==> config.mk <==
export PLATFORM = sky130hd
export DESIGN_NAME = sspk_packer
export DESIGN_NICKNAME = d
export VERILOG_FILES = /design/src/core/sspk_pkg.sv /design/src/core/sspk_packer.sv
export SDC_FILE = /design/constraint.sdc
export NUM_CORES = 1
export LEC_CHECK = 0
export BUFFER_PORTS_ARGS = -buffer_cell sky130_fd_sc_hd__buf_2
export CORE_ASPECT_RATIO = 1.2
export CORE_MARGIN = 1.5
export CORE_UTILIZATION = 55
export CTS_CLUSTER_SIZE = 30
export DETAILED_ROUTE_END_ITERATION = 7
export PLACE_DENSITY = 0.73
export SLEW_MARGIN = 20
export SYNTH_ARGS = -nofsm -noshare
export SYNTH_HDL_FRONTEND = slang
export SYNTH_SLANG_ARGS = --single-unit
==> constraint.sdc <==
create_clock -name clk -period 7.47 [get_ports clk]
set_clock_uncertainty 0.05 [all_clocks]
set_input_delay 1.494 -clock clk [delete_from_list [all_inputs] [get_ports clk]]
set_output_delay 1.494 -clock clk [all_outputs]
set_load 0.01 [all_outputs]
==> src/core/sspk_pkg.sv <==
// shared types and constants of the sweep status byte packer
package sspk_pkg;

  // ***********************************************
  // sizes and timing
  // ***********************************************
  localparam int BYTE_COUNT = 6;
  localparam int FIFO_DEPTH = 16;
  localparam int FIFO_WIDTH = 9;
  localparam int CLK_PERIOD_NS = 8;
  localparam int SETTLE_NS = 16;
  localparam int SETTLE_CYC_RAW = (SETTLE_NS + CLK_PERIOD_NS - 1) / CLK_PERIOD_NS;
  localparam int SETTLE_CYC = (SETTLE_CYC_RAW < 1) ? 1 : SETTLE_CYC_RAW;
  localparam logic [2:0] LAST_BYTE_IDX = 3'h5;

  // ***********************************************
  // legal code bounds of each encoded field
  // ***********************************************
  localparam logic [2:0] MARKER_MIN = 3'h1;
  localparam logic [2:0] MARKER_MAX = 3'h5;
  localparam logic [2:0] TRIG_MAX = 3'h2;
  localparam logic [2:0] SOURCE_MAX = 3'h5;
  localparam logic [2:0] MODE_MAX = 3'h3;
  localparam logic [2:0] LEVEL_MAX = 3'h2;

  // ***********************************************
  // status byte layouts, msb first
  // ***********************************************
  typedef struct packed {
    logic [1:0] unused;
    logic [2:0] lastMarker;
    logic [2:0] activeMarker;
  } sspk_byte3_t;

  typedef struct packed {
    logic delta;
    logic counted;
    logic [4:0] markerOn;
    logic markerSweep;
  } sspk_byte4_t;

  typedef struct packed {
    logic [2:0] mode;
    logic [2:0] source;
    logic [1:0] trigger;
  } sspk_byte5_t;

  typedef struct packed {
    logic unusedHi;
    logic altSweep;
    logic saveLock;
    logic knobEntry;
    logic squareMod;
    logic rfBlank;
    logic dispBlank;
    logic unusedLo;
  } sspk_byte6_t;

  typedef struct packed {
    logic [1:0] unused;
    logic rfOutput;
    logic rfSlope;
    logic rfPowerSweep;
    logic cwFilter;
    logic [1:0] leveling;
  } sspk_byte7_t;

  typedef struct packed {
    logic [1:0] unused;
    logic ampMod;
    logic freqMod;
    logic pulseMod;
    logic phaseLock;
    logic xtalIntensity;
    logic xtalAmplitude;
  } sspk_byte8_t;

  // byte 3 sits in the low bits so byte k is at index k-3
  typedef struct packed {
    sspk_byte8_t b8;
    sspk_byte7_t b7;
    sspk_byte6_t b6;
    sspk_byte5_t b5;
    sspk_byte4_t b4;
    sspk_byte3_t b3;
  } sspk_snap_t;

  // raw instrument state as held elsewhere
  typedef struct packed {
    logic [2:0] activeMarker;
    logic [2:0] lastMarker;
    logic markerSweep;
    logic [4:0] markerOn;
    logic counted;
    logic delta;
    logic [2:0] trigger;
    logic [2:0] source;
    logic [2:0] mode;
    logic dispBlank;
    logic rfBlank;
    logic squareMod;
    logic knobEntry;
    logic saveLock;
    logic altSweep;
    logic [2:0] leveling;
    logic cwFilter;
    logic rfPowerSweep;
    logic rfSlope;
    logic rfOutput;
    logic xtalAmplitude;
    logic xtalIntensity;
    logic phaseLock;
    logic pulseMod;
    logic freqMod;
    logic ampMod;
  } sspk_inst_t;

  typedef struct packed {
    logic last;
    logic [7:0] data;
  } sspk_word_t;

endpackage

==> src/core/sspk_packer.sv <==
// status byte packer with its byte fifo and talker handshake
`timescale 1ns/1ps

// ***********************************************
// byte fifo
// ***********************************************
module sspk_fifo #(
  parameter int WIDTH = 9,
  parameter int DEPTH = 16
) (
  input wire logic clk,
  input wire logic sys_rst,
  input wire logic inValid,
  output logic inReady,
  input wire logic [WIDTH-1:0] inData,
  output logic outValid,
  input wire logic outReady,
  output logic [WIDTH-1:0] outData
);
  localparam int AW = $clog2(DEPTH);
  localparam int CW = $clog2(DEPTH + 1);
  localparam logic [CW-1:0] FULL = CW'(DEPTH);

  typedef struct packed {
    logic [DEPTH-1:0][WIDTH-1:0] mem;
    logic [AW-1:0] wrPtr;
    logic [AW-1:0] rdPtr;
    logic [CW-1:0] count;
  } sspk_fifo_state_t;

  sspk_fifo_state_t s_r;
  sspk_fifo_state_t s_nxt;
  logic doWr;
  logic doRd;

  always_comb begin
    doWr = inValid && (s_r.count != FULL);
    doRd = outReady && (s_r.count != '0);
    s_nxt = s_r;
    if (doWr) begin
      s_nxt.mem[s_r.wrPtr] = inData;
      s_nxt.wrPtr = (s_r.wrPtr == AW'(DEPTH - 1)) ? '0 : s_r.wrPtr + 1'b1;
    end
    if (doRd) begin
      s_nxt.rdPtr = (s_r.rdPtr == AW'(DEPTH - 1)) ? '0 : s_r.rdPtr + 1'b1;
    end
    if (doWr && !doRd) begin
      s_nxt.count = s_r.count + 1'b1;
    end else if (doRd && !doWr) begin
      s_nxt.count = s_r.count - 1'b1;
    end
  end

  always_ff @(posedge clk) begin
    if (sys_rst) begin
      s_r <= '0;
    end else begin
      s_r <= s_nxt;
    end
  end

  assign inReady = (s_r.count != FULL);
  assign outValid = (s_r.count != '0);
  assign outData = s_r.mem[s_r.rdPtr];
endmodule

// ***********************************************
// packer top
// ***********************************************
// Behaviour
// (RULE1) active marker number in byte 3 bits 0-2
// (RULE2) last active marker in byte 3 bits 3-5
// (RULE3) byte 3 and byte 7 bits 6-7 unused
// (RULE4) byte 4 marker sweep, markers, counted, delta
// (RULE5) flag bit one means function active
// (RULE6) byte 5 bits 0-1 sweep trigger code
// (RULE7) byte 5 bits 2-4 sweep source code
// (RULE8) byte 5 bits 5-7 sweep mode code
// (RULE9) byte 6 bits 1-6 panel flags
// (RULE10) byte 7 bits 0-1 leveling mode code
// (RULE11) byte 7 bits 2-5 output flags
// (RULE12) byte 8 bits 0-5 reference and modulation flags
// (RULE13) five markers, marker numbers 1 to 5
// (RULE14) one byte per interlocked three-wire handshake
// (RULE15) unused bits zero, one consistent snapshot
// (RULE16) out-of-range codes replaced by code zero
module sspk_packer (
  input wire logic clk,
  input wire logic sys_rst,
  input wire logic sendReq,
  input wire sspk_pkg::sspk_inst_t inst,
  input wire logic nrfdIn,
  input wire logic ndacIn,
  output logic [7:0] dioOut,
  output logic dioOe,
  output logic davOut,
  output logic davOe,
  output logic eoiOut,
  output logic eoiOe,
  output logic packBusy
);

  typedef enum logic [1:0] {PK_IDLE, PK_PUSH} sspk_pk_t;
  typedef enum logic [1:0] {TX_IDLE, TX_SETTLE, TX_HOLD, TX_REL} sspk_tx_t;

  typedef struct packed {
    sspk_pk_t pk;
    logic [2:0] idx;
    sspk_pkg::sspk_snap_t snap;
    sspk_tx_t tx;
    logic [3:0] settle;
    logic [7:0] dio;
    logic dioOe;
    logic dav;
    logic eoi;
    logic busy;
  } sspk_state_t;

  sspk_state_t s_r;
  sspk_state_t s_nxt;
  logic fifoInReady;
  logic fifoOutValid;
  logic fifoOutReady;
  logic fifoInValid;
  sspk_pkg::sspk_word_t fifoIn;
  sspk_pkg::sspk_word_t fifoOut;
  logic [sspk_pkg::FIFO_WIDTH-1:0] fifoOutRaw;

  // pass a code inside its legal range, else code zero
  function automatic logic [2:0] legalCode(input logic [2:0] v, input logic [2:0] lo, input logic [2:0] hi);
    legalCode = (v >= lo && v <= hi) ? v : 3'h0;
  endfunction

  function automatic sspk_pkg::sspk_snap_t buildSnap(input sspk_pkg::sspk_inst_t st);
    sspk_pkg::sspk_snap_t b;
    b = '0; // [RULE3] [RULE15]
    b.b3.activeMarker = legalCode(st.activeMarker, sspk_pkg::MARKER_MIN, sspk_pkg::MARKER_MAX); // [RULE1] [RULE13]
    b.b3.lastMarker = legalCode(st.lastMarker, sspk_pkg::MARKER_MIN, sspk_pkg::MARKER_MAX); // [RULE2] [RULE13]
    b.b4.markerSweep = st.markerSweep; // [RULE4] [RULE5]
    b.b4.markerOn = st.markerOn; // [RULE4]
    b.b4.counted = st.counted; // [RULE4]
    b.b4.delta = st.delta; // [RULE4]
    b.b5.trigger = 2'(legalCode(st.trigger, 3'h0, sspk_pkg::TRIG_MAX)); // [RULE6] [RULE16]
    b.b5.source = legalCode(st.source, 3'h0, sspk_pkg::SOURCE_MAX); // [RULE7] [RULE16]
    b.b5.mode = legalCode(st.mode, 3'h0, sspk_pkg::MODE_MAX); // [RULE8] [RULE16]
    b.b6.dispBlank = st.dispBlank; // [RULE9]
    b.b6.rfBlank = st.rfBlank; // [RULE9]
    b.b6.squareMod = st.squareMod; // [RULE9]
    b.b6.knobEntry = st.knobEntry; // [RULE9]
    b.b6.saveLock = st.saveLock; // [RULE9]
    b.b6.altSweep = st.altSweep; // [RULE9]
    b.b7.leveling = 2'(legalCode(st.leveling, 3'h0, sspk_pkg::LEVEL_MAX)); // [RULE10] [RULE16]
    b.b7.cwFilter = st.cwFilter; // [RULE11]
    b.b7.rfPowerSweep = st.rfPowerSweep; // [RULE11]
    b.b7.rfSlope = st.rfSlope; // [RULE11]
    b.b7.rfOutput = st.rfOutput; // [RULE11]
    b.b8.xtalAmplitude = st.xtalAmplitude; // [RULE12]
    b.b8.xtalIntensity = st.xtalIntensity; // [RULE12]
    b.b8.phaseLock = st.phaseLock; // [RULE12]
    b.b8.pulseMod = st.pulseMod; // [RULE12]
    b.b8.freqMod = st.freqMod; // [RULE12]
    b.b8.ampMod = st.ampMod; // [RULE12]
    buildSnap = b;
  endfunction

  // ***********************************************
  // snapshot and push
  // ***********************************************
  // byte selection straight off the frozen copy, so a state change mid-send
  // cannot tear the sequence
  always_comb begin
    fifoInValid = (s_r.pk == PK_PUSH);
    fifoIn.data = s_r.snap[{s_r.idx, 3'h0} +: 8]; // [RULE15]
    fifoIn.last = (s_r.idx == sspk_pkg::LAST_BYTE_IDX);
    fifoOutReady = (s_r.tx == TX_IDLE);
    fifoOut = sspk_pkg::sspk_word_t'(fifoOutRaw);
    s_nxt = s_r;
    case (s_r.pk)
      PK_IDLE: begin
        if (sendReq) begin
          s_nxt.snap = buildSnap(inst); // [RULE15]
          s_nxt.idx = 3'h0;
          s_nxt.pk = PK_PUSH;
          s_nxt.busy = 1'b1;
        end
      end
      PK_PUSH: begin
        if (fifoInReady) begin
          if (s_r.idx == sspk_pkg::LAST_BYTE_IDX) begin
            s_nxt.pk = PK_IDLE;
            s_nxt.busy = 1'b0;
          end else begin
            s_nxt.idx = s_r.idx + 3'h1;
          end
        end
      end
      default: begin
        s_nxt.pk = PK_IDLE;
      end
    endcase

    // ***********************************************
    // talker handshake
    // ***********************************************
    case (s_r.tx)
      TX_IDLE: begin
        if (fifoOutValid) begin
          s_nxt.dio = fifoOut.data;
          s_nxt.eoi = fifoOut.last;
          s_nxt.dioOe = 1'b1;
          s_nxt.settle = 4'(sspk_pkg::SETTLE_CYC);
          s_nxt.tx = TX_SETTLE;
        end
      end
      TX_SETTLE: begin
        // data must settle before valid; wait for every listener ready
        if (s_r.settle != 4'h0) begin
          s_nxt.settle = s_r.settle - 4'h1;
        end else if (!nrfdIn) begin
          s_nxt.dav = 1'b1; // [RULE14]
          s_nxt.tx = TX_HOLD;
        end
      end
      TX_HOLD: begin
        if (!ndacIn) begin
          s_nxt.dav = 1'b0; // [RULE14]
          s_nxt.tx = TX_REL;
        end
      end
      TX_REL: begin
        // slowest listener paces us: wait for accepted to drop back
        if (ndacIn) begin
          s_nxt.dioOe = 1'b0;
          s_nxt.eoi = 1'b0;
          s_nxt.tx = TX_IDLE; // [RULE14]
        end
      end
      default: begin
        s_nxt.tx = TX_IDLE;
      end
    endcase
  end

  always_ff @(posedge clk) begin
    if (sys_rst) begin
      s_r <= '0;
    end else begin
      s_r <= s_nxt;
    end
  end

  sspk_fifo #(
    .WIDTH(sspk_pkg::FIFO_WIDTH),
    .DEPTH(sspk_pkg::FIFO_DEPTH)
  ) u_fifo (
    .clk(clk),
    .sys_rst(sys_rst),
    .inValid(fifoInValid),
    .inReady(fifoInReady),
    .inData(fifoIn),
    .outValid(fifoOutValid),
    .outReady(fifoOutReady),
    .outData(fifoOutRaw)
  );

  assign dioOut = s_r.dio;
  assign dioOe = s_r.dioOe;
  assign davOut = s_r.dav;
  assign davOe = s_r.dioOe;
  assign eoiOut = s_r.eoi;
  assign eoiOe = s_r.dioOe;
  assign packBusy = s_r.busy;

  wire capture = (s_r.pk == PK_IDLE) && sendReq;
endmodule

Word-level counts from Yosys, hierarchy flattened:

Cells that the tools add are included.

* equality and inequality tests: 18
* $add $sub $neg: 6
* reduce and logical (&&, ||, !) cells: 31
* muxes and demuxes: 41
* divide/modulo/power cells: 0
* bitwise operators: 0
* $lt $le $gt $ge: 15
* shifts and indexed selects: 1
* $mul: 0

Operators with widths (count)
* bitwise mux 144 bit: 1
* 2-to-1 mux 53 bit: 1
* indexed part select 48 x 7 -> 8 bit: 1
* binary-select mux 9 bit (select 4 bit): 1
* demux 9 bit (select 4 bit): 1
* != test 2 bit, second input constant: 10
* >= comparator 3 x 1 -> 1 bit, second input constant: 6
* 2-to-1 mux 9 bit: 2
* 2-to-1 mux 15 bit: 1
* 2-to-1 mux 3 bit: 5
* 2-to-1 mux 5 bit: 3
* 2-to-1 mux 2 bit: 7
* 2-to-1 mux 4 bit: 3
* AND reduction 4 bit: 3
* logical AND 1 bit: 11
* less-than comparator 4 x 5 -> 1 bit, second input constant: 2
* nonzero test 2 bit: 5
* <= comparator 3 x 2 -> 1 bit, second input constant: 3
* <= comparator 3 bit, second input constant: 3
* AND reduction 3 bit: 3
* adder 4 x 1 -> 4 bit, second input constant: 2
* equality test 4 bit, second input constant: 2
* 2-to-1 mux 1 bit: 8
* case mux 1 bit (2 select lines): 4
* 19 further kinds: 24

* bits in registers: 220
* bits in read-only memories: 0
* bits in writable memories: 0
* latch bits: 0
* word-level logic and storage cells: 166
* input port bits: 47
* memories: 0

Logic depth before layout (Yosys ltp):

Gate-level depths: netlist of run 1.

* depth in word-level cells: 6
* depth in mapped cells: 12
* depth with buffers taken out: 10

Hierarchy:

Synthesis of run 1 repeated with hierarchy kept, for this count alone.

* cells, all modules: 1029
* area total of the unflattened synthesis: 10025.9 um^2

Modules (own cells, without submodules)
* sspk_fifo: cells each 663, times used 1, area each 7088.0 um^2
* sspk_packer: cells each 366, times used 1, area each 2937.8 um^2

Least setup slack after synthesis of run 1:

No wires, ideal clock.

* path kind: reg-to-reg
* start point: register u_fifo.s_r[0] in the netlist's numbering
* end point: register u_fifo.s_r[4] in the netlist's numbering
* data required time: 7299 ps
* clock period less this slack: 3095 ps
* arrival: 2924 ps
* stages on the path, launching flop included: 12
* path slack: 4375 ps
* cells stage by stage: dfxtp_1 > or4_1 > buf_6 > o21ai_4 > buf_4 > ha_1 > inv_1 > fa_1 > a21o_1 > a21oi_1 > mux2i_1 > mux2_2

* word-level cells in the longest chain between the ends: 5
* elaborated cells between the ends (all ways): 13
* those cells by class: 2 x add/sub; 1 x eq/ne; 2 x mux; 8 x reduce/logical

Ends and longest elaborated chain
* start, declared: RTL line sspk_packer.sv:31 `sspk_fifo_state_t s_r;`
* start signal, assigned: RTL line sspk_packer.sv:58 `s_r <= s_nxt;`
* parallel branches: the longest is 5 deep, another holds subtractor 5 x 1 -> 5 bit

Parallel ways; which one is timed is not known. The select of a mux whose other input is x is not followed.
A chain may end at the register's enable or synchronous reset.

Worst setup path after layout of run 1:

Same ends and word-level chain as after synthesis.

==> results.ini, run 1 <==
[status]
status=finished clean

[route]
detailroute.via_count=8144
wl_per_cell_um=18.35
ant_nets=0
wirelength_mm=25.13
drc=0
drt_pass1_iterations=7
vias_per_cell=5.949
drt_iter0_drc=698

[power]
p_comb_share_pct=21.5
p_switching_uw=964.5
clockPowerShare_pct=36.7
power_density_nw_per_um2=277.7
sequentialPowerShare_pct=41.8
sw_frac_of_total_pct=31.04
power_leakage_uw=0.004172
vdd_drop_max_v=0.0001883
internal-power_uw=2143

[synthesis]
synth-simple-area-share_pct=16.72
synthTopCellsByCount=dfxtp_1, nor2_1, nand2_1
synth_fp_nets=1192
synthTopCellsByArea=dfxtp_1, mux4_2, nor2_1, a21oi_1, nand2_1
synth_cell_types=55
synth_top_area_share_pct=43.10
synth.area.mux_share_pct=13.03
synth-adder-area-share_pct=2.288
synth_most_common_cell=dfxtp_1
yosysWarnings=0
syn_avg_cell_area_um2=9.026
synthArstFlopShare_pct=0
syn_inst=1127
synth.cell_area_um2=10170
synth_edf_count=0
ys.flop_type=dfxtp_1
synth_largest_area_cell=dfxtp_1
yosysSeqAreaShare_pct=43.10
synth_top_family_by_area=compound AO/OA/AOI/OAI gates
synth_xor_area_share_pct=0.5166
synth_compound_area_share_pct=19.34
ys_seq_elements=219

[clock_network]
cts_root_buffer=clkbuf_16
postCtsHoldBufs=0
cts_resized=0
cts_buffers=23
tritoncts=yes
clk_path_buf_depth=3
cts_setup_buffers=0
clk_latency_ps=530
clock-sinks=219
path_clk_slew_ps=60
cts_max_level=1

[worst_setup_path]
crit_type=flip-flop to flip-flop
reg2reg_depth=9
required_ps=7830
cp-start-kind=flip-flop
cp_max_fo=36
endpoint_kind=flip-flop
crit_arrival_ps=4390

[placement]
pre_cts_ws_ps=3460
place_congestion=0.7910
portBuffers=60
dp_hpwl_mm=15.71
post_dp_cell_area_um2=10440

[sta]
hold_ws_ps=397.4
hold_violations=0
slew_headroom_pct=27.85
rsz0062_at_grt=false
min_period_ps=4033
setup_viol=0
tightest_slew_ps=1080
slew_violations=0
max_freq_mhz=247.9
min_period_over_period_pct=53.99
finalSetupTns_ps=0
setup_ws_ps=3437

[floorplanning]
rows=54
num_io_pins=61
start_util_pct=55.97
dieArea_um2=19320
die_w_um=127.1
coreArea_um2=18170
die_h_um=152.0

[global_route]
antenna_found_initial=0
overflow=0
grt_start_max_net_pins=107
grt_pass1_vias=7795
grt_pass1_wl_mm=40.82
grt_usage_pct=26.34

[final_layout]
fill_cells=1546
drive_above_1_share_pct=17.12
areaGrowthSynthToFinish_pct=9.987
num-nets-final=1196
antenna_cells=0
finalInstanceArea_um2=11190

[run]
cap_violations=0

[hold_path]
hold_depth=2
hold_path_class=flip-flop to flip-flop

-- sequential cells by signal, summed over array words and instances, names as in the netlist --
register    flops
u_fifo.s_r    157
eoiOut          1
s_r            50
davOe           1
dioOut          8
davOut          1
packBusy        1
-- worst paths after layout --
| check | slack, ps | start | to |
|---|---|---|---|
| worst max-delay path | 3440 | u_fifo.s_r[0]$_SDFFE_PP0P_ | u_fifo.s_r[4]$_SDFFE_PP0P_ |
| worst min-delay path | 400 | s_r[39]$_SDFFE_PP0P_ | s_r[39]$_SDFFE_PP0P_ |
| worst max register to register | 3440 | u_fifo.s_r[0]$_SDFFE_PP0P_ | u_fifo.s_r[4]$_SDFFE_PP0P_ |
| worst min register to register | 400 | s_r[39]$_SDFFE_PP0P_ | s_r[39]$_SDFFE_PP0P_ |
-- metrics by stage --
stage / util (%) / total power, uW / std cells
detailed placement: 57.41 / 1991 / 1330
global route: 61.56 / 3247 / 1369
floorplan: - / 1884 / 1127
CTS: 61.56 / 3119 / 1369
finish: 61.56 / 3107 / 1369
global placement: 57.41 / 1977 / 1330
-- critical path: stages (launching register included) --
cell and delay [ps]:
dfxtp_1 370, or4_2 1180, o21ai_4 610, ha_1 250
inv_1 100, fa_1 420, a21o_1 180, a21oi_1 190
mux2i_1 220, mux2_2 340
-- layout make-up --
class | instances | area (um2) | area share (%)
clock inverter | 6 | 70.07 | 0.6263
timing repair buffer | 72 | 392.9 | 3.512
sequential | 219 | 4387 | 39.21
tap | 224 | 280.3 | 2.505
multi-input combinational | 799 | 5315 | 47.51
inverter | 16 | 60.06 | 0.5368
clock buffer | 33 | 683.2 | 6.106
-- cell families after synthesis --
group | count (synthesis)
AOI/OAI and AO/OA | 288
xor gates and xnor gates | 6
buffers and inverters | 109
muxes | 81
and+or+nand+nor | 406
adders and majority gates | 18
DFF | 219
-- power by group through the flow --
stage / sequential, uW / clock, uW / combinational, uW
2_1_floorplan: 1290 / 0 / 591
3_3_place_gp: 1320 / 0 / 655
3_5_place_dp: 1320 / 0 / 667
4_1_cts: 1300 / 1150 / 672
5_1_grt: 1310 / 1190 / 746
6_report: 1300 / 1140 / 669
-- cell usage in the layout, fill, tap and decap left out, types with 6 or more instances in the layout --
master	Yosys	final
dfxtp_1	219	217
nor2_1	177	177
nand2_1	155	155
a21oi_1	121	120
o21ai_1	88	88
buf_2	16	59
mux4_2	41	41
mux2i_1	39	39
nand3_1	34	34
clkbuf_16	0	23
ha_1	17	17
o2111a_2	14	14
inv_1	14	13
buf_4	16	13
o2111ai_4	11	11
nand3b_1	11	11
o21ai_0	11	11
o221ai_1	8	8
clkbuf_8	0	7
or3_1	6	6
-- layer usage --
metal / share of wire [%] / vias up / GRT usage (%)
li1: - / 3979 / -
met1: 44 / 3900 / 35.23
met2: 50 / 227 / 44.90
met3: 4.7 / 38 / 3.239
met4: 2.1 / 0 / 7.468
met5: 0 / - / 0
No activity file was read; power rests on OpenSTA's default activity.
==> run 2, diff against run 1 <==
PLACE_DENSITY = 0.76   (was 0.73)
clock period = 3.4 ns   (was 7.47 ns; I/O delays follow)
==> run 2 against run 1 <==
Compared with the run above:
- non-clock buffer count grew 20
- count of clock-buffer cells in the layout shrank 1
- clock power grew 120%
- combinational power grew 140%
- setup slack lost 3200 ps
- sequential cell count is the same
- cell area grew 1.2%
- largest cell class unchanged
==> results.ini, run 2 (synthesized netlist as in run 1, its figures left out) <==
[floorplanning]
rows=54  ; unchanged
die_w_um=127.1  ; unchanged
num_io_pins=61  ; unchanged
start_util_pct=55.97  ; unchanged
coreArea_um2=18170  ; unchanged
dieArea_um2=19320  ; unchanged
die_h_um=152.0  ; unchanged

[final_layout]
final_common_cell=dfxtp_1
most-common-layout-cells=dfxtp_1, nor2_1, nand2_1
fill_cells=1497  ; -3.2%
instances_no_fill=1389  ; +1.5%
largest_register_ff_count=157  ; unchanged
antenna_cells=0  ; unchanged
num-nets-final=1215  ; +1.6%
finalInstanceArea_um2=11320  ; +1.2%
drive_above_1_share_pct=17.94  ; +0.82 points
areaGrowthSynthToFinish_pct=11.27
largest_register=u_fifo.s_r

[worst_setup_path]
endpoint_kind=flip-flop
r2r_end=u_fifo.s_r[4]$_SDFFE_PP0P_
crit_arrival_ps=3470  ; -920 ps
crit_path_max_incr_delay_ps=770  ; -410 ps
cp_slowest_cell=or4_2
crit_buf_inv=2  ; +1
required_ps=3750  ; -4080 ps
crit_type=flip-flop to flip-flop
cp-start-kind=flip-flop
worstPathCellList=or4_2 -> o21ai_4 -> inv_2 -> ha_1 -> inv_1 -> ha_1 -> a21o_1 -> a21oi_1 -> mux2i_1 -> mux2_2
reg2reg_depth=10  ; +1
reg2reg_from=u_fifo.s_r[1]$_SDFFE_PP0P_
cp_max_fo=5  ; -86%
cpMostUsedCell=ha_1
ff2ff_setup_slack_ps=280  ; -3160 ps
crit_family=simple AND/OR/NAND/NOR gates

[placement]
pre_cts_ws_ps=289.3  ; -3171 ps
portBuffers=60  ; unchanged
post_dp_cell_area_um2=10580  ; +1.4%
dp_cells=1350  ; +1.5%
dp_hpwl_mm=16.18  ; +3.0%
place_congestion=0.8078  ; +2.1%

[global_route]
grt_start_max_net_pins=83  ; -22%
grt_usage_pct=26.35  ; about the same
top_usage_layer=met2
grtUsageMet1_pct=35.20  ; about the same
antenna_found_initial=0  ; unchanged
grt.met2_usage_pct=43.92  ; -0.98 points
use_met3_pct=3.662  ; +0.42 points
grt_pass1_vias=7967  ; +2.2%
overflow=0  ; unchanged
grt_pass1_wl_mm=41.21  ; +0.96%

[clock_network]
clk_latency_ps=510  ; -20 ps
cts_root_buffer=clkbuf_16
cts_buffers=22  ; -4.3%
clock-sinks=219  ; unchanged
tritoncts=yes
path_clk_slew_ps=60  ; about the same
cts_max_level=1  ; unchanged
postCtsHoldBufs=0  ; unchanged
clk_path_buf_depth=3  ; unchanged
cts_setup_buffers=0  ; unchanged
cts_resized=0  ; unchanged

[status]
status=finished clean

[route]
wl_per_cell_um=18.22  ; -0.73%
detailroute.via_count=8408  ; +3.2%
drc=0  ; unchanged
ant_nets=0  ; unchanged
drt_iter0_drc=790  ; +13%
drt_pass1_iterations=5  ; -2
vias_per_cell=6.053  ; +1.8%
wirelength_mm=25.31  ; +0.72%

[sta]
min_period_over_period_pct=91.75  ; +38 points
slew_headroom_pct=33.96  ; +6.1 points
max_freq_mhz=320.6  ; +29%
tightest_slew_ps=990.6  ; -89.49 ps
finalSetupTns_ps=0  ; unchanged
slew_violations=0  ; unchanged
rsz0062_at_grt=false
setup_ws_ps=280.5  ; -3156 ps
min_period_ps=3119  ; -913.7 ps
hold_violations=0  ; unchanged
setup_viol=0  ; unchanged

[hold_path]
hold_path_end=s_r[47]$_SDFFE_PP0P_
hold_depth=3  ; +1
hold_path_class=input pin to flip-flop
hold_start=inst[14]

[power]
power_density_nw_per_um2=610.0  ; +120%
power_leakage_uw=0.004261  ; +2.2%
vdd_drop_max_v=0.0005197  ; +180%

[run]
cap_violations=0  ; unchanged

## run 2: cell types whose count changed in the layout (fill, tap and decap cells not counted), sizes merged
cell / previous run / this run
clkinvlp: 0 / 1
clkbuf: 33 / 32
buf: 72 / 92
bufinv: 1 / 2
inv: 17 / 16
## run 2: cell type report
type	instances	area (um2)	share of cell area, %
Multi-Input combinational cell	799	5286	46.71
Sequential cell	219	4387	38.76
Clock buffer	32	649.4	5.737
Timing Repair Buffer	92	568.0	5.019
Tap cell	224	280.3	2.476
Clock inverter	7	87.58	0.7738
Inverter	16	60.06	0.5306
## run 2: report_power, final
part | total (uW) | internal, uW | switching, uW | leakage, uW
Combinational | 1590 | 594 | 993 | 0.00212
Sequential | 2840 | 2700 | 141 | 0.00177
Clock | 2480 | 1480 | 1000 | 0.000362
## run 2: metal layers
| layer | wire [um] | vias to the layer above | share of wire [%] |
|---|---|---|---|
| li1 | - | 4013 | - |
| met1 | 10910 | 4062 | 43 |
| met2 | 12180 | 287 | 48 |
| met3 | 1500 | 46 | 5.9 |
| met4 | 718 | 0 | 2.8 |
| met5 | 0 | - | 0 |
## run 2: tightest hold or removal path, stage by stage
cell	delay, ps
buf_2	90
nand2_1	40
a21oi_1	50
## run 2: how the worst max path moves through the flow
stage | start | end | slack [ps] | cells past startpoint
2_1_floorplan | u_fifo.s_r[0]$_SDFFE_PP0P_ | u_fifo.s_r[4]$_SDFFE_PP0P_ | 310 | 11
3_5_place_dp | u_fifo.s_r[1]$_SDFFE_PP0P_ | u_fifo.s_r[4]$_SDFFE_PP0P_ | 290 | 10
6_report | u_fifo.s_r[1]$_SDFFE_PP0P_ | u_fifo.s_r[4]$_SDFFE_PP0P_ | 280 | 10
4_1_cts | u_fifo.s_r[1]$_SDFFE_PP0P_ | u_fifo.s_r[4]$_SDFFE_PP0P_ | 290 | 10
5_1_grt | u_fifo.s_r[1]$_SDFFE_PP0P_ | u_fifo.s_r[4]$_SDFFE_PP0P_ | 100 | 10
3_3_place_gp | u_fifo.s_r[1]$_SDFFE_PP0P_ | u_fifo.s_r[4]$_SDFFE_PP0P_ | 340 | 10
## run 2: per-stage QoR
step           total power [uW]  utilization [%]  hold WS (ps)
2_1_floorplan              4140                -         378.7
3_3_place_gp               4426            58.22         388.3
3_5_place_dp               4468            58.22         395.4
4_1_cts                    6915            62.27         341.0
5_1_grt                    7202            62.27         348.7
6_report                   6904            62.27         352.6
==> run 3, diff against run 2 <==
RECOVER_POWER = 50   (was default)
==> run 3 against run 2 <==
Compared with the run above:
- power shrank 0.84%
- global-route usage is the same
- routed wire length grew 0.26%
- count of clock-buffer cells in the layout is the same
- non-clock buffer count is the same
- sequential power is essentially flat
- cell area shrank 0.76%
- via count shrank 0.42%
- critical path depth is the same
==> results.ini, run 3 (synthesized netlist as in run 1, its figures left out) <==
[worst_setup_path]
required_ps=3750  ; about the same
reg2reg_depth=10  ; unchanged
crit_arrival_ps=3450  ; -20 ps
endpoint_kind=flip-flop
cp-start-kind=flip-flop
r2r_end=u_fifo.s_r[4]$_SDFFE_PP0P_
cp_max_fo=5  ; unchanged
ff2ff_setup_slack_ps=290  ; about the same
reg2reg_from=u_fifo.s_r[1]$_SDFFE_PP0P_
crit_type=flip-flop to flip-flop

[global_route]
use_met3_pct=3.662  ; unchanged
grt_start_max_net_pins=83  ; unchanged
grt.met2_usage_pct=43.92  ; unchanged
grt_pass1_wl_mm=41.21  ; unchanged
grtUsageMet1_pct=35.20  ; unchanged
overflow=0  ; unchanged
top_usage_layer=met2
antenna_found_initial=0  ; unchanged
grt_usage_pct=26.35  ; unchanged
grt_pass1_vias=7967  ; unchanged

[sta]
hold_violations=0  ; unchanged
rsz0062_at_grt=false
max_freq_mhz=321.9  ; +0.41%
setup_viol=0  ; unchanged
slew_violations=0  ; unchanged
finalSetupTns_ps=0  ; unchanged
slew_headroom_pct=10.76  ; -23 points
min_period_ps=3107  ; -12.65 ps
tightest_slew_ps=1326  ; +335.8 ps
min_period_over_period_pct=91.38  ; -0.37 points

[route]
vias_per_cell=6.028  ; -0.42%
ant_nets=0  ; unchanged
drt_iter0_drc=899  ; +14%
wirelength_mm=25.37  ; +0.26%
wl_per_cell_um=18.27  ; +0.26%
detailroute.via_count=8373  ; -0.42%
drc=0  ; unchanged
drt_pass1_iterations=5  ; unchanged

[final_layout]
fill_cells=1516  ; +1.3%
num-nets-final=1215  ; unchanged
final_common_cell=dfxtp_1
drive_above_1_share_pct=15.28  ; -2.7 points
most-common-layout-cells=dfxtp_1, nor2_1, nand2_1
multi_input_area_um2=5249  ; -0.71%
largest_register=u_fifo.s_r
areaGrowthSynthToFinish_pct=10.42
instances_no_fill=1389  ; unchanged
largest_register_ff_count=157  ; unchanged
ff_latch_area_um2=4385  ; about the same
antenna_cells=0  ; unchanged

[power]
power_leakage_uw=0.004178  ; -2.0%
power_density_nw_per_um2=609.5  ; about the same
vdd_drop_max_v=0.0005172  ; -0.47%

[floorplanning]
coreArea_um2=18170  ; unchanged
dieArea_um2=19320  ; unchanged
die_w_um=127.1  ; unchanged
die_h_um=152.0  ; unchanged
start_util_pct=55.97  ; unchanged
rows=54  ; unchanged
num_io_pins=61  ; unchanged

[clock_network]
clk_latency_ps=510  ; about the same
cts_resized=0  ; unchanged
clock-sinks=219  ; unchanged
postCtsHoldBufs=0  ; unchanged
path_clk_slew_ps=60  ; about the same
cts_root_buffer=clkbuf_16
tritoncts=yes
clk_path_buf_depth=3  ; unchanged
cts_max_level=1  ; unchanged
cts_setup_buffers=0  ; unchanged
cts_buffers=22  ; unchanged

[placement]
dp_hpwl_mm=16.18  ; unchanged
place_congestion=0.8078  ; unchanged
portBuffers=60  ; unchanged
dp_cells=1350  ; unchanged

[hold_path]
hold_path_end=s_r[47]$_SDFFE_PP0P_
hold_path_class=input pin to flip-flop
hold_depth=3  ; unchanged
hold_start=inst[14]

[run]
cap_violations=0  ; unchanged

[status]
status=finished clean

run 3: changes by cell type in the layout (fill, tap and decap cells not counted), sizes merged:
cell | before | now
clkbuf | 32 | 55
buf | 92 | 69
run 3: final cells by class:
type	count	area share, %
sequential	219	39.04
clock inverter	7	0.7798
tap	224	2.495
multi-input combinational	799	46.73
timing repair buffer	92	4.634
inverter	16	0.5347
clock buffer	32	5.781
run 3: worst max-delay path, stage by stage (launching register included):
cell and delay [ps]:
dfxtp_1 360, or4_2 760, o21ai_4 180, inv_2 80, ha_1 200, inv_1 150
ha_1 300, a21o_1 190, a21oi_1 170, mux2i_1 220, mux2_2 340
run 3: where the power goes:
group	switching, uW	leakage, uW	internal (uW)
registers	140	0.00177	2700
logic	982	0.00204	552
clock network	996	0.000362	1480
total	2120	0.00418	4730
run 3: worst max-delay path by stage:
stage                          startpoint                          to  slack [ps]  depth (start not counted)
2_1_floorplan  u_fifo.s_r[0]$_SDFFE_PP0P_  u_fifo.s_r[4]$_SDFFE_PP0P_         310                         11
3_3_place_gp   u_fifo.s_r[1]$_SDFFE_PP0P_  u_fifo.s_r[4]$_SDFFE_PP0P_         340                         10
3_5_place_dp   u_fifo.s_r[1]$_SDFFE_PP0P_  u_fifo.s_r[4]$_SDFFE_PP0P_         290                         10
4_1_cts        u_fifo.s_r[1]$_SDFFE_PP0P_  u_fifo.s_r[4]$_SDFFE_PP0P_         290                         10
5_1_grt        u_fifo.s_r[1]$_SDFFE_PP0P_  u_fifo.s_r[4]$_SDFFE_PP0P_         120                         10
6_report       u_fifo.s_r[1]$_SDFFE_PP0P_  u_fifo.s_r[4]$_SDFFE_PP0P_         290                         10
run 3: routing by layer:
layer | part of all wire (%) | routed length (um) | vias to the layer above
met4 | 2.9 | 733 | 0
met3 | 6.3 | 1597 | 51
met1 | 43 | 10910 | 4012
met5 | 0 | 0 | -
met2 | 48 | 12130 | 299
li1 | - | - | 4011
run 3: metrics by stage:
stage / util, % / power [uW] / hold WS [ps] / worst slack (ps) / area [um2]
after floorplan: - / 4140 / 378.7 / 305.2 / 10170
after global placement: 58.22 / 4426 / 388.3 / 337.8 / 10580
after detailed placement: 58.22 / 4468 / 395.4 / 289.3 / 10580
after CTS: 62.27 / 6915 / 341.0 / 290.6 / 11320
after global routing: 61.80 / 7146 / 348.7 / 116.1 / 11230
final: 61.80 / 6846 / 353.4 / 293.2 / 11230
